File: src/iorm_defs.vh
`ifndef IORM_DEFS_VH
`define IORM_DEFS_VH
// register addresses
`define IORM_A_CMP     6'h08
`define IORM_A_PIN     6'h16
`define IORM_A_DIR     6'h17
`define IORM_A_OUT     6'h18
`define IORM_A_NVMC    6'h1C
`define IORM_A_NVMD    6'h1D
`define IORM_A_NVMA    6'h1E
`define IORM_A_WDT     6'h21
`define IORM_A_OSC     6'h31
`define IORM_A_TCNT    6'h32
`define IORM_A_TCS     6'h33
`define IORM_A_RSTC    6'h34
`define IORM_A_SLP     6'h35
`define IORM_A_TIMER_IRQ_FLAGS    6'h38
`define IORM_A_TIMER_IRQ_MASK   6'h39
`define IORM_A_GENERAL_IRQ_FLAGS    6'h3A
`define IORM_A_GENERAL_IRQ_MASK   6'h3B
`define IORM_A_CPU_STATUS_FLAGS    6'h3F
// highest address reachable by single-bit access
`define IORM_BIT_TOP   6'h1F
// implemented-bit masks
`define IORM_M_CMP     8'hDB
`define IORM_M_CMP_W   8'hCB
`define IORM_M_CMP_FLG 8'h10
`define IORM_M_PIN     8'h3F
`define IORM_M_DIR     8'h3F
`define IORM_M_OUT     8'h1F
`define IORM_M_NVMC    8'h0F
`define IORM_M_NVMA    8'h3F
`define IORM_M_WDT     8'h1F
`define IORM_M_TCS     8'h07
`define IORM_M_RSTC    8'h0F
`define IORM_M_SLP     8'h73
`define IORM_M_TIMER_IRQ_FLAGS    8'h02
`define IORM_M_TIMER_IRQ_MASK   8'h02
`define IORM_M_GENERAL_IRQ_FLAGS    8'h60
`define IORM_M_GENERAL_IRQ_MASK   8'h60
// reset value of every register
`define IORM_RST_VAL   8'h00
`endif

File: src/iorm_io_register_map.v
`timescale 1ns/1ps
// Overview of operation
// - writing one to an interrupt flag clears it and writing zero leaves it alone.
// - a bit set or clear access rewrites the whole register, so flags read set get cleared.
// - bit set and clear accesses work only at addresses up to 1F, others need byte access.
// - the timer count register is a full byte, all eight bits read and written by the core.
`include "iorm_defs.vh"
module iorm_io_register_map (
   input  wire       core_clk,
   input  wire       rst_n,
   input  wire [5:0] io_addr,
   input  wire       io_rd,
   input  wire       io_wr,
   input  wire [7:0] io_wdata,
   input  wire       io_bit_set,
   input  wire       io_bit_clr,
   input  wire [2:0] io_bit_sel,
   output reg  [7:0] io_rdata,
   input  wire [5:0] pin_in,
   input  wire       cmp_out,
   input  wire       ev_cmp,
   input  wire       ev_tov,
   input  wire       ev_ext,
   input  wire       ev_pc,
   input  wire       ev_wdr,
   input  wire       ev_bor,
   input  wire       ev_extr,
   input  wire       ev_por,
   input  wire       tcnt_inc,
   input  wire       cpu_status_flags_ld,
   input  wire [7:0] cpu_status_flags_in,
   output reg  [7:0] cmp_ctl,
   output reg  [7:0] port_dir,
   output reg  [7:0] port_out,
   output reg  [7:0] nvm_ctl,
   output reg  [7:0] nvm_dat,
   output reg  [7:0] nvm_adr,
   output reg  [7:0] wdt_ctl,
   output reg  [7:0] osc_trim,
   output reg  [7:0] tcnt,
   output reg  [7:0] tclk_sel,
   output reg  [7:0] rst_cause,
   output reg  [7:0] sleep_ctl,
   output reg  [7:0] tirq_flg,
   output reg  [7:0] tirq_msk,
   output reg  [7:0] girq_flg,
   output reg  [7:0] girq_msk,
   output reg  [7:0] cpu_status_flags
);

   // limitation: holes read zero, so software cannot detect a missing
   // register other than by its value; writes there are silently dropped

   // release goes through two flops so no register leaves reset on a ragged edge
   reg  [1:0] rst_sync_q;
   wire       rst_l_n = rst_sync_q[1];
   reg  [5:0] pin_s1_q;
   reg  [5:0] pin_s2_q;
   reg        cmp_s1_q;
   reg        cmp_s2_q;

   // reads of the current value, zero for holes and unused bits
   function [7:0] rd_mux;
      input [5:0] a;
      begin
         case (a)
            `IORM_A_CMP:   rd_mux = (cmp_ctl & ~8'h20) | {2'b00, cmp_s2_q, 5'b0_0000};
            `IORM_A_PIN:   rd_mux = {2'b00, pin_s2_q};
            `IORM_A_DIR:   rd_mux = port_dir;
            `IORM_A_OUT:   rd_mux = port_out;
            `IORM_A_NVMC:  rd_mux = nvm_ctl;
            `IORM_A_NVMD:  rd_mux = nvm_dat;
            `IORM_A_NVMA:  rd_mux = nvm_adr;
            `IORM_A_WDT:   rd_mux = wdt_ctl;
            `IORM_A_OSC:   rd_mux = osc_trim;
            `IORM_A_TCNT:  rd_mux = tcnt;
            `IORM_A_TCS:   rd_mux = tclk_sel;
            `IORM_A_RSTC:  rd_mux = rst_cause;
            `IORM_A_SLP:   rd_mux = sleep_ctl;
            `IORM_A_TIMER_IRQ_FLAGS:  rd_mux = tirq_flg;
            `IORM_A_TIMER_IRQ_MASK: rd_mux = tirq_msk;
            `IORM_A_GENERAL_IRQ_FLAGS:  rd_mux = girq_flg;
            `IORM_A_GENERAL_IRQ_MASK: rd_mux = girq_msk;
            `IORM_A_CPU_STATUS_FLAGS:  rd_mux = cpu_status_flags;
            default:       rd_mux = 8'h00;
         endcase
      end
   endfunction

   // bit accesses only in the low range; above it they are dropped
   wire       bit_ok = (io_bit_set | io_bit_clr) && (io_addr <= `IORM_BIT_TOP);
   wire [7:0] bit_m  = 8'h01 << io_bit_sel;
   wire [7:0] cur    = rd_mux(io_addr);
   // read-modify-write: the full read value goes back, flags included
   wire [7:0] bit_v  = io_bit_set ? (cur | bit_m) : (cur & ~bit_m);
   // a byte write in the same cycle outranks a bit strobe
   wire       we     = io_wr | bit_ok;
   wire [7:0] wv     = io_wr ? io_wdata : bit_v;

   // hardware set vectors for the flag registers
   wire [7:0] cmp_set = {3'b000, ev_cmp, 4'h0};
   wire [7:0] tov_set = {6'h00, ev_tov, 1'b0};
   wire [7:0] gif_set = {1'b0, ev_ext, ev_pc, 5'h00};
   wire [7:0] rsc_set = {4'h0, ev_wdr, ev_bor, ev_extr, ev_por};

   function wsel;
      input [5:0] a;
      input [5:0] r;
      begin
         wsel = we && (a == r);
      end
   endfunction

   // flag update: hardware set wins over a one-write clear
   // so an event landing in the clearing cycle is never lost
   function [7:0] w1c;
      input [7:0] q;
      input       w;
      input [7:0] d;
      input [7:0] m;
      input [7:0] s;
      begin
         w1c = ((q & ~(w ? d : 8'h00)) | s) & m;
      end
   endfunction

   always @(posedge core_clk or negedge rst_n) begin
      if (!rst_n) begin
         rst_sync_q <= 2'b00;
      end else begin
         rst_sync_q <= {rst_sync_q[0], 1'b1};
      end
   end

   // pins are asynchronous to the core clock
   always @(posedge core_clk or negedge rst_l_n) begin
      if (!rst_l_n) begin
         pin_s1_q <= 6'h00;
         pin_s2_q <= 6'h00;
         cmp_s1_q <= 1'b0;
         cmp_s2_q <= 1'b0;
      end else begin
         pin_s1_q <= pin_in;
         pin_s2_q <= pin_s1_q;
         cmp_s1_q <= cmp_out;
         cmp_s2_q <= cmp_s1_q;
      end
   end

   always @(posedge core_clk or negedge rst_l_n) begin
      if (!rst_l_n) begin
         io_rdata  <= `IORM_RST_VAL;
         cmp_ctl   <= `IORM_RST_VAL;
         port_dir  <= `IORM_RST_VAL;
         port_out  <= `IORM_RST_VAL;
         nvm_ctl   <= `IORM_RST_VAL;
         nvm_dat   <= `IORM_RST_VAL;
         nvm_adr   <= `IORM_RST_VAL;
         wdt_ctl   <= `IORM_RST_VAL;
         osc_trim  <= `IORM_RST_VAL;
         tcnt      <= `IORM_RST_VAL;
         tclk_sel  <= `IORM_RST_VAL;
         rst_cause <= `IORM_RST_VAL;
         sleep_ctl <= `IORM_RST_VAL;
         tirq_flg  <= `IORM_RST_VAL;
         tirq_msk  <= `IORM_RST_VAL;
         girq_flg  <= `IORM_RST_VAL;
         girq_msk  <= `IORM_RST_VAL;
         cpu_status_flags      <= `IORM_RST_VAL;
      end else begin
         // idle read bus parks at zero, a stray sample cannot look valid
         io_rdata <= io_rd ? cur : 8'h00;
         // comparator: control bits plain, interrupt flag one-to-clear
         // output bit 5 is live from the pin, never stored
         cmp_ctl <= (wsel(io_addr, `IORM_A_CMP) ? (wv & `IORM_M_CMP_W) : (cmp_ctl & `IORM_M_CMP_W))
                  | w1c(cmp_ctl, wsel(io_addr, `IORM_A_CMP), wv, `IORM_M_CMP_FLG,
                        cmp_set);
         if (wsel(io_addr, `IORM_A_DIR))
            port_dir <= wv & `IORM_M_DIR;
         if (wsel(io_addr, `IORM_A_OUT))
            port_out <= wv & `IORM_M_OUT;
         if (wsel(io_addr, `IORM_A_NVMC))
            nvm_ctl <= wv & `IORM_M_NVMC;
         if (wsel(io_addr, `IORM_A_NVMD))
            nvm_dat <= wv;
         if (wsel(io_addr, `IORM_A_NVMA))
            nvm_adr <= wv & `IORM_M_NVMA;
         if (wsel(io_addr, `IORM_A_WDT))
            wdt_ctl <= wv & `IORM_M_WDT;
         if (wsel(io_addr, `IORM_A_OSC))
            osc_trim <= wv;
         // core write outranks a counting tick in the same cycle
         if (wsel(io_addr, `IORM_A_TCNT))
            tcnt <= wv;
         else if (tcnt_inc)
            tcnt <= tcnt + 8'h01;
         if (wsel(io_addr, `IORM_A_TCS))
            tclk_sel <= wv & `IORM_M_TCS;
         // reset cause: software may clear by writing zero, events set
         rst_cause <= ((wsel(io_addr, `IORM_A_RSTC) ? wv : rst_cause)
                      | rsc_set) & `IORM_M_RSTC;
         if (wsel(io_addr, `IORM_A_SLP))
            sleep_ctl <= wv & `IORM_M_SLP;
         tirq_flg <= w1c(tirq_flg, wsel(io_addr, `IORM_A_TIMER_IRQ_FLAGS), wv, `IORM_M_TIMER_IRQ_FLAGS,
                         tov_set);
         if (wsel(io_addr, `IORM_A_TIMER_IRQ_MASK))
            tirq_msk <= wv & `IORM_M_TIMER_IRQ_MASK;
         girq_flg <= w1c(girq_flg, wsel(io_addr, `IORM_A_GENERAL_IRQ_FLAGS), wv, `IORM_M_GENERAL_IRQ_FLAGS,
                         gif_set);
         if (wsel(io_addr, `IORM_A_GENERAL_IRQ_MASK))
            girq_msk <= wv & `IORM_M_GENERAL_IRQ_MASK;
         // core flag updates yield to an explicit register write
         if (wsel(io_addr, `IORM_A_CPU_STATUS_FLAGS))
            cpu_status_flags <= wv;
         else if (cpu_status_flags_ld)
            cpu_status_flags <= cpu_status_flags_in;
      end
   end

endmodule

File: config.mk
export PLATFORM = sky130hd
export DESIGN_NAME = iorm_io_register_map
export DESIGN_NICKNAME = d
export VERILOG_FILES = /design/src/iorm_io_register_map.v
export VERILOG_INCLUDE_DIRS = /design/src
export SDC_FILE = /design/constraint.sdc
export NUM_CORES = 1
export LEC_CHECK = 0
export BUFFER_PORTS_ARGS = -buffer_cell sky130_fd_sc_hd__buf_2
export CAP_MARGIN = 15
export CORE_ASPECT_RATIO = 1.2
export CORE_MARGIN = 2
export CORE_UTILIZATION = 51
export DETAILED_ROUTE_END_ITERATION = 10
export PLACE_DENSITY = 0.85
export SYNTH_ARGS = -nofsm -noshare
export SYNTH_HDL_FRONTEND = slang
export SYNTH_SLANG_ARGS = --single-unit
File: constraint.sdc
create_clock -name core_clk -period 3.84 [get_ports core_clk]
set_input_delay 0.384 -clock core_clk [delete_from_list [all_inputs] [get_ports core_clk]]
set_output_delay 0.384 -clock core_clk [all_outputs]
set_load 0.03 [all_outputs]
* After elaboration in Yosys (flattened, before gate mapping)
Cells that the tools add are included.
** Word-level totals
- Bits of input ports :: 48
- Output and inout bits :: 144
- Logic and storage cells :: 94
- Flip-flop bits (word level) :: 108
** Operators by class
- Reductions and logical operators :: 20
- Multiplexer cells :: 13
- Shift operators :: 1
- Bitwise gates (word level) :: 17
- Magnitude comparators :: 1
- $add $sub $neg :: 1
- Equal/unequal tests :: 18
** Operators with widths (count)
- $pmux 8 s18 :: 1
- $eq 6x6->1 const B :: 11
- $mux 8 :: 8
- $eq 6x5->1 const B :: 6
- $logic_and 1x1->1 :: 18
- $add 8x1->8 const B :: 1
- $and 8x8->8 :: 1
- $not 8->8 :: 1
- $or 8x5->8 :: 1
- $or 8x6->8 :: 1
- $or 8x8->8 :: 1
- $shl 1x3->8 const A :: 1
- $and 7x7->7 :: 1
- $mux 7 :: 1
- $not 7->7 :: 1
- $or 7x7->7 :: 1
- $eq 6x4->1 const B :: 1
- $le 6x5->1 const B :: 1
- $and 5x5->5 :: 1
- $mux 5 :: 1
- $not 5->5 :: 1
- $or 5x5->5 :: 1
- $mux 4 :: 1
- $or 4x4->4 :: 1
- 6 further kinds :: 8

* Logic depth before layout (Yosys ltp)
Gate-level depths: netlist of run 1.
- Word-level depth :: 10
- Depth in mapped cells :: 9
- Depth with buffers taken out :: 5

* Least setup slack after synthesis of run 1
Ideal clock, no wire load.
- Path type :: input to register
- Start point :: in io_addr[1]
- End point :: reg nvm_adr[0]
- Data arrival time :: 2.044 ns
- Required time :: 3.704 ns
- Stages on the path :: 7
- Path buffers :: 2
- Path slack :: 1.660 ns
- Setup time :: 0.136 ns
- Path through :: buf_2 and4b_1 clkbuf_1 a32o_1 or4_4 nor4_4 o31ai_1
** On the way
- Word-level cells in the longest chain between the ends :: 5
- Elaborated cells between the ends (all ways) :: 27
- Those cells by class :: order compare: 1; eq/ne: 18; mux: 3; bitwise: 3; reduce/logical: 2
** Ends and longest elaborated chain
- start: declaration :: line iorm_io_register_map.v:11 : input wire [5:0] io_addr,
- $eq 6x6->1 (tied with other cells) :: line iorm_io_register_map.v:66 : case (a)
- $pmux 8 s18 :: line iorm_io_register_map.v:66
- $and 8x8->8 / $or 8x8->8 (equally long branches) :: line iorm_io_register_map.v:95 : wire [7:0] bit_v = io_bit_set ? (cur | bit_m) : (cur & ~bit_m);
- $mux 8 :: line iorm_io_register_map.v:95
- $mux 8 :: line iorm_io_register_map.v:98 : wire [7:0] wv = io_wr ? io_wdata : bit_v;
- end signal: assignment :: line iorm_io_register_map.v:158 : nvm_adr <= `IORM_RST_VAL;
- end signal: assignment :: line iorm_io_register_map.v:187 : nvm_adr <= wv & `IORM_M_NVMA;
- end: declaration :: line iorm_io_register_map.v:37 : output reg [7:0] nvm_adr,
Parallel ways exist; a longest one is shown, timed or not.
A chain may end at the register's enable or synchronous reset.

* Worst setup path in the final report of run 1
- Start point :: in io_addr[1]
- End point :: reg nvm_adr[3]
The elaborated chain is that of the path after synthesis.

==> results of run 1 <==
==> layout by cell type (no fill, tap or decap), types with 4 or more instances in the layout <==
cell | Yosys | routed
mux2_2 | 15 | 15
nand3_1 | 16 | 16
o22ai_1 | 4 | 4
inv_1 | 9 | 9
o31ai_1 | 25 | 25
a21oi_1 | 20 | 20
buf_4 | 54 | 6
a31oi_1 | 6 | 6
xnor2_1 | 5 | 5
o21ai_0 | 27 | 27
clkbuf_16 | 0 | 9
nand2_1 | 79 | 79
nor3_1 | 13 | 13
nand2b_1 | 10 | 10
nand3b_1 | 9 | 9
and3_1 | 13 | 13
a211o_1 | 5 | 5
o21ai_1 | 15 | 15
and2_1 | 7 | 7
mux2i_1 | 12 | 12
nand4_1 | 9 | 9
dfrtp_1 | 106 | 105
o21bai_1 | 4 | 4
buf_2 | 7 | 137
a32o_1 | 5 | 5
conb_1 | 2 | 55
a221o_1 | 8 | 8
nor2_1 | 32 | 32
==> report_power, final <==
part	leakage [nW]	switching [mW]	internal (mW)
Sequential	1.32	0.207	1.27
Combinational	1.77	0.669	0.281
Clock	0.156	0.406	0.588
==> cell type report <==
class,instances,area (sq um)
tap,132,165
clock buffer,11,243
clock inverter,4,77.6
inverter,9,33.8
sequential,106,2660
multi-input combinational,451,2750
fill,922,4370
timing repair buffer,144,741
==> through the flow <==
step                utilization [%]  total power, mW
finish                         60.4             3.42
global route                   60.4             3.57
CTS                            60.4             3.42
detailed placement             57.4             2.44
global placement               57.4             2.41
floorplan                         -             2.14
==> flip-flops by register name, summed over array words and instances (netlist names), 8 cells and up <==
signal and flops:
nvm_dat 8, io_rdata 8, osc_trim 8, tcnt 8
cpu_status_flags 8
==> logic make-up after synthesis <==
| group | count (synthesis) | synth area share, % |
|---|---|---|
| AO/OA/AOI/OAI | 145 | 17.7 |
| XOR/XNOR | 7 | 1.06 |
| adder cells (fa/ha/maj) | 1 | 0.216 |
| buffers and inverters | 98 | 10.4 |
| flip-flops | 106 | 45.7 |
| multiplexers | 27 | 4.98 |
| other | 2 | 0.129 |
| AND/OR/NAND/NOR | 216 | 19.8 |
==> routing by layer <==
layer / track usage [%] / part of all wire (%) / up-vias
met3: 5.49 / 8.7 / 32
met5: 0 / 0 / -
met4: 9.80 / 2.1 / 0
met1: 42.5 / 41 / 2537
li1: - / - / 2308
met2: 48.8 / 48 / 322
==> worst min-delay path by stage <==
| stage | from | endpoint | cells past startpoint |
|---|---|---|---|
| floorplan | rst_n | rst_sync_q[0]$_DFF_PN0_ | 0 |
| global placement | rst_n | rst_sync_q[0]$_DFF_PN0_ | 1 |
| detailed placement | rst_n | rst_sync_q[0]$_DFF_PN0_ | 1 |
| CTS | pin_in[0] | pin_s1_q[0]$_DFF_PN0_ | 1 |
| global route | pin_in[0] | pin_s1_q[0]$_DFF_PN0_ | 1 |
| finish | pin_in[4] | pin_s1_q[4]$_DFF_PN0_ | 1 |
==> results_dict.tcl, run 1 <==
set metrics [dict create \
    max_cap_violations 0 \
    synth_edf_count 0 \
    drtIter0Drc 578 \
    grt_pass1_wl_microns 27800 \
    start_kind "input pin" \
    fin_area_sq_um 6660 \
    synth_common_cells "dfrtp_1, nand2_1, buf_4" \
    clock_skew_ns 0.00870 \
    rrSetupSlack_ns 1.63 \
    crit_start "io_addr[1]" \
    vias 5199 \
    firstDrtPassIters 6 \
    reg2reg_from "cmp_ctl[1]$_DFFE_PN0N_" \
    synth-seq-cells 106 \
    syn_to_final_growth_pct 14.8 \
    grtUsageTotal_pct 30.7 \
    synthesis.instances 602 \
    gp_congestion 0.964 \
    grt_max_degree 64 \
    p_leak_nw 3.24 \
    fp-row-count 42 \
    cts_setup_buffers 0 \
    run_status "completed" \
    synth_top_area_share_pct 45.7 \
    worst_pin_slew_ns 1.10 \
    cts_buffer_depth 2 \
    synth_warnings 0 \
    fin_hold_ws_ns 0.135 \
    hpwl_microns 14200 \
    synth.most_common_cell "dfrtp_1" \
    fin_ws_ns 1.29 \
    cp_max_fo 29 \
    place_inst 841 \
    syn_area_per_cell_sq_um 9.64 \
    coreArea_sq_um 11000 \
    setup_viol 0 \
    viasPerCell 6.07 \
    antenna_cells 0 \
    cts_tree "done" \
    cp.required_ns 4.03 \
    nets 770 \
    cts_buffers 9 \
    yosys-top-cells-area "dfrtp_1, buf_4, nand2_1" \
    drive_gt1_share_pct 26.1 \
    syn_area_sq_um 5800 \
    slew_violations 0 \
    min_path_type "input pin to register" \
    slowest_delay_ns 0.67 \
    wirelength_microns 18700 \
    ff2ff_path_depth 5 \
    reg2reg_to "nvm_ctl[1]$_DFFE_PN0P_" \
    hold_viol 0 \
    dieArea_sq_um 12200 \
    critical_path_depth 6 \
    final.setup.tns_ns 0 \
    grt_pass1_vias 4724 \
    drc 0 \
    cts_resized 0 \
    antenna_left 0 \
    root_buffer "clkbuf_16" \
    path_cells "buf_2 -> nor2b_1 -> and2_1 -> a2111oi_0 -> and4_1 -> o31ai_1" \
    crit_slowest_cell "a2111oi_0" \
    path_delay_family "simple AND/OR/NAND/NOR gates" \
    worstSetupPathType "input pin to register" \
    insertion_delay_ns 0.35 \
    ir_worst_vdd_uv 260 \
    synth.distinct_cells 69 \
    antenna_found_initial 0 \
    place_area_sq_um 6330 \
    endpoint "nvm_adr[3]$_DFFE_PN0P_" \
    grt_overflow 0 \
    start_util_pct 52.6 \
    clock-sinks 106 \
    cp-end-kind "register" \
    crit_buf_inv 1 \
    htree_levels 3 \
    yosys.area.top_type "dfrtp_1" \
    yosysSeqAreaShare_pct 45.7 \
    slew-limit-headroom_pct 26.5 \
    path_clk_slew_ns 0.07 \
    die_y_microns 121 \
    rsz0062_at_grt "false" \
    routedWlPerCell_microns 21.8 \
    dp_slack_ns 1.05 \
    min_period_over_period_pct 66.4 \
    num_io_pins 192 \
    crit_arrival_ns 2.74 \
    stdcell_count 857 \
    fmax_ghz 0.392 \
    power_density_nw_per_um2 514 \
    fp.dieW_microns 101 \
    async_flop_share_pct 100 \
    synthFlopType "dfrtp_1" \
    post-route-min-period_ns 2.55 \
    port_buffers 137 \
    ctsHoldBuffers 1 \
]
Note: power is estimated with default switching activity, not from simulation.
==> run 2, diff against run 1 <==
==> constraint.sdc (replaced) <==
create_clock -name core_clk -period 2.4 [get_ports core_clk]
set_input_delay 0.24 -clock core_clk [delete_from_list [all_inputs] [get_ports core_clk]]
set_output_delay 0.24 -clock core_clk [all_outputs]
set_load 0.03 [all_outputs]
==> results_dict.tcl, run 2 (same netlist as run 1, synthesis figures left out) <==
set metrics [dict create \
    final_cell_mix "buf_2, dfrtp_1, nand2_1, conb_1, buf_4" \
    fp.dieW_microns 101 \
    cp.required_ns 2.65 \
    power_density_nw_per_um2 782 \
    fillers 937 \
    place_area_sq_um 6580 \
    cts_buffers 9 \
    insertion_delay_ns 0.35 \
    reg2reg_from "nvm_ctl[0]$_DFFE_PN0P_" \
    grt_max_degree 105 \
    drive_gt1_share_pct 29.0 \
    min_period_over_period_pct 86.6 \
    whs_path_depth 2 \
    coreArea_sq_um 11000 \
    nets 807 \
    final.setup.tns_ns 0 \
    cp-end-kind "register" \
    worst_pin_slew_ns 0.663 \
    max_cap_violations 0 \
    clock-sinks 106 \
    rrSetupSlack_ns 0.35 \
    antenna_left 0 \
    start_util_pct 52.6 \
    viasPerCell 5.84 \
    worstSetupPathType "input pin to register" \
    slew_violations 0 \
    fin_area_sq_um 6980 \
    reg2reg_to "nvm_dat[0]$_DFFE_PN0P_" \
    crit_arrival_ns 2.33 \
    grt_pass1_vias 4938 \
    root_buffer "clkbuf_16" \
    drc 0 \
    slew-limit-headroom_pct 55.7 \
    p_leak_nw 3.42 \
    ff2ff_path_depth 5 \
    cts_buffer_depth 2 \
    hold_viol 0 \
    post-route-min-period_ns 2.08 \
    min_path_type "input pin to register" \
    grt_pass1_wl_microns 28400 \
    hpwl_microns 14600 \
    die_y_microns 121 \
    final_common_cell "buf_2" \
    setup_viol 0 \
    cp_max_fo 18 \
    firstDrtPassIters 5 \
    num_io_pins 192 \
    vias 5231 \
    grtUsageTotal_pct 31.2 \
    port_buffers 137 \
    holdPathEnd "girq_flg[5]$_DFF_PN0_" \
    wirelength_microns 18800 \
    antenna_found_initial 0 \
    grt_overflow 0 \
    ir_worst_vdd_uv 520 \
    start_kind "input pin" \
    path_clk_slew_ns 0.08 \
    gp_congestion 0.975 \
    rsz0062_at_grt "false" \
    min_from "ev_pc" \
    htree_levels 3 \
    run_status "completed" \
    cts_tree "done" \
    fp-row-count 42 \
    routedWlPerCell_microns 21.0 \
    dieArea_sq_um 12200 \
    fmax_ghz 0.481 \
    syn_to_final_growth_pct 20.3 \
    clock_skew_ns 0.0105 \
    cts_setup_buffers 0 \
    drtIter0Drc 433 \
]
-- run 2: cell types whose count changed in the layout (fill, tap and decap cells not counted), sizes merged --
cell | before | now
clkbuf | 11 | 10
bufinv | 2 | 1
buf | 143 | 173
inv | 9 | 10
clkinvlp | 0 | 1
dlygate4sd3 | 1 | 8
clkinv | 2 | 3
diode | 0 | 1
-- run 2: worst max-delay path, cell delays in order --
cell and delay (ns):
buf_2 0.30, nor4b_1 0.57, and2_1 0.42, a2111oi_0 0.19, and4_1 0.30, o31ai_1 0.30
-- run 2: what timing repair did --
action | CTS | global route
gates resized for setup | 0 | 0
endpoints found under the hold margin | 9 | 0
hold buffers | 8 | 0
-- run 2: routing by layer --
metal	vias to the layer above	wire length [microns]	track usage (%)
met5	-	0	0
met4	0	384	9.29
met3	33	1230	3.99
met2	263	9240	51.2
met1	2548	7920	43.1
li1	2387	-	-
-- run 2: where the power goes --
part	total, mW	switching, mW	internal (mW)	leakage (nW)
registers	2.35	0.315	2.03	1.32
clock network	1.54	0.692	0.851	0.152
logic	1.57	1.08	0.485	1.95
-- run 2: metrics by stage --
stage / hold slack [ns] / utilization [%] / worst slack (ns) / total power, mW / cells
after floorplan: -0.0556 / - / 0.364 / 3.42 / 655
after global placement: 0.0246 / 59.6 / 0.100 / 3.90 / 871
after detailed placement: 0.0283 / 59.6 / 0.0418 / 3.93 / 871
after CTS: 0.0638 / 63.2 / 0.346 / 5.46 / 895
after global routing: 0.0667 / 63.2 / 0.186 / 5.70 / 895
final: 0.0691 / 63.2 / 0.321 / 5.46 / 896
-- run 2: worst max path at each step --
stage | depth (start not counted) | to | from
6_report | 6 | nvm_adr[3]$_DFFE_PN0P_ | io_addr[5]
5_1_grt | 6 | nvm_adr[3]$_DFFE_PN0P_ | io_addr[0]
4_1_cts | 5 | nvm_dat[0]$_DFFE_PN0P_ | nvm_ctl[0]$_DFFE_PN0P_
2_1_floorplan | 7 | nvm_adr[0]$_DFFE_PN0P_ | io_addr[1]
3_5_place_dp | 6 | nvm_adr[3]$_DFFE_PN0P_ | io_addr[0]
3_3_place_gp | 6 | nvm_ctl[0]$_DFFE_PN0P_ | io_addr[3]
-- run 2: cell type report --
cell class | count | area, sq um | share of cell area (%)
tap | 132 | 165 | 2.37
timing repair buffer | 181 | 1060 | 15.2
antenna | 1 | 2.50 | 0.0359
sequential | 106 | 2660 | 38.1
inverter | 9 | 33.8 | 0.484
multi-input combinational | 451 | 2750 | 39.3
clock buffer | 10 | 239 | 3.42
clock inverter | 6 | 76.3 | 1.09
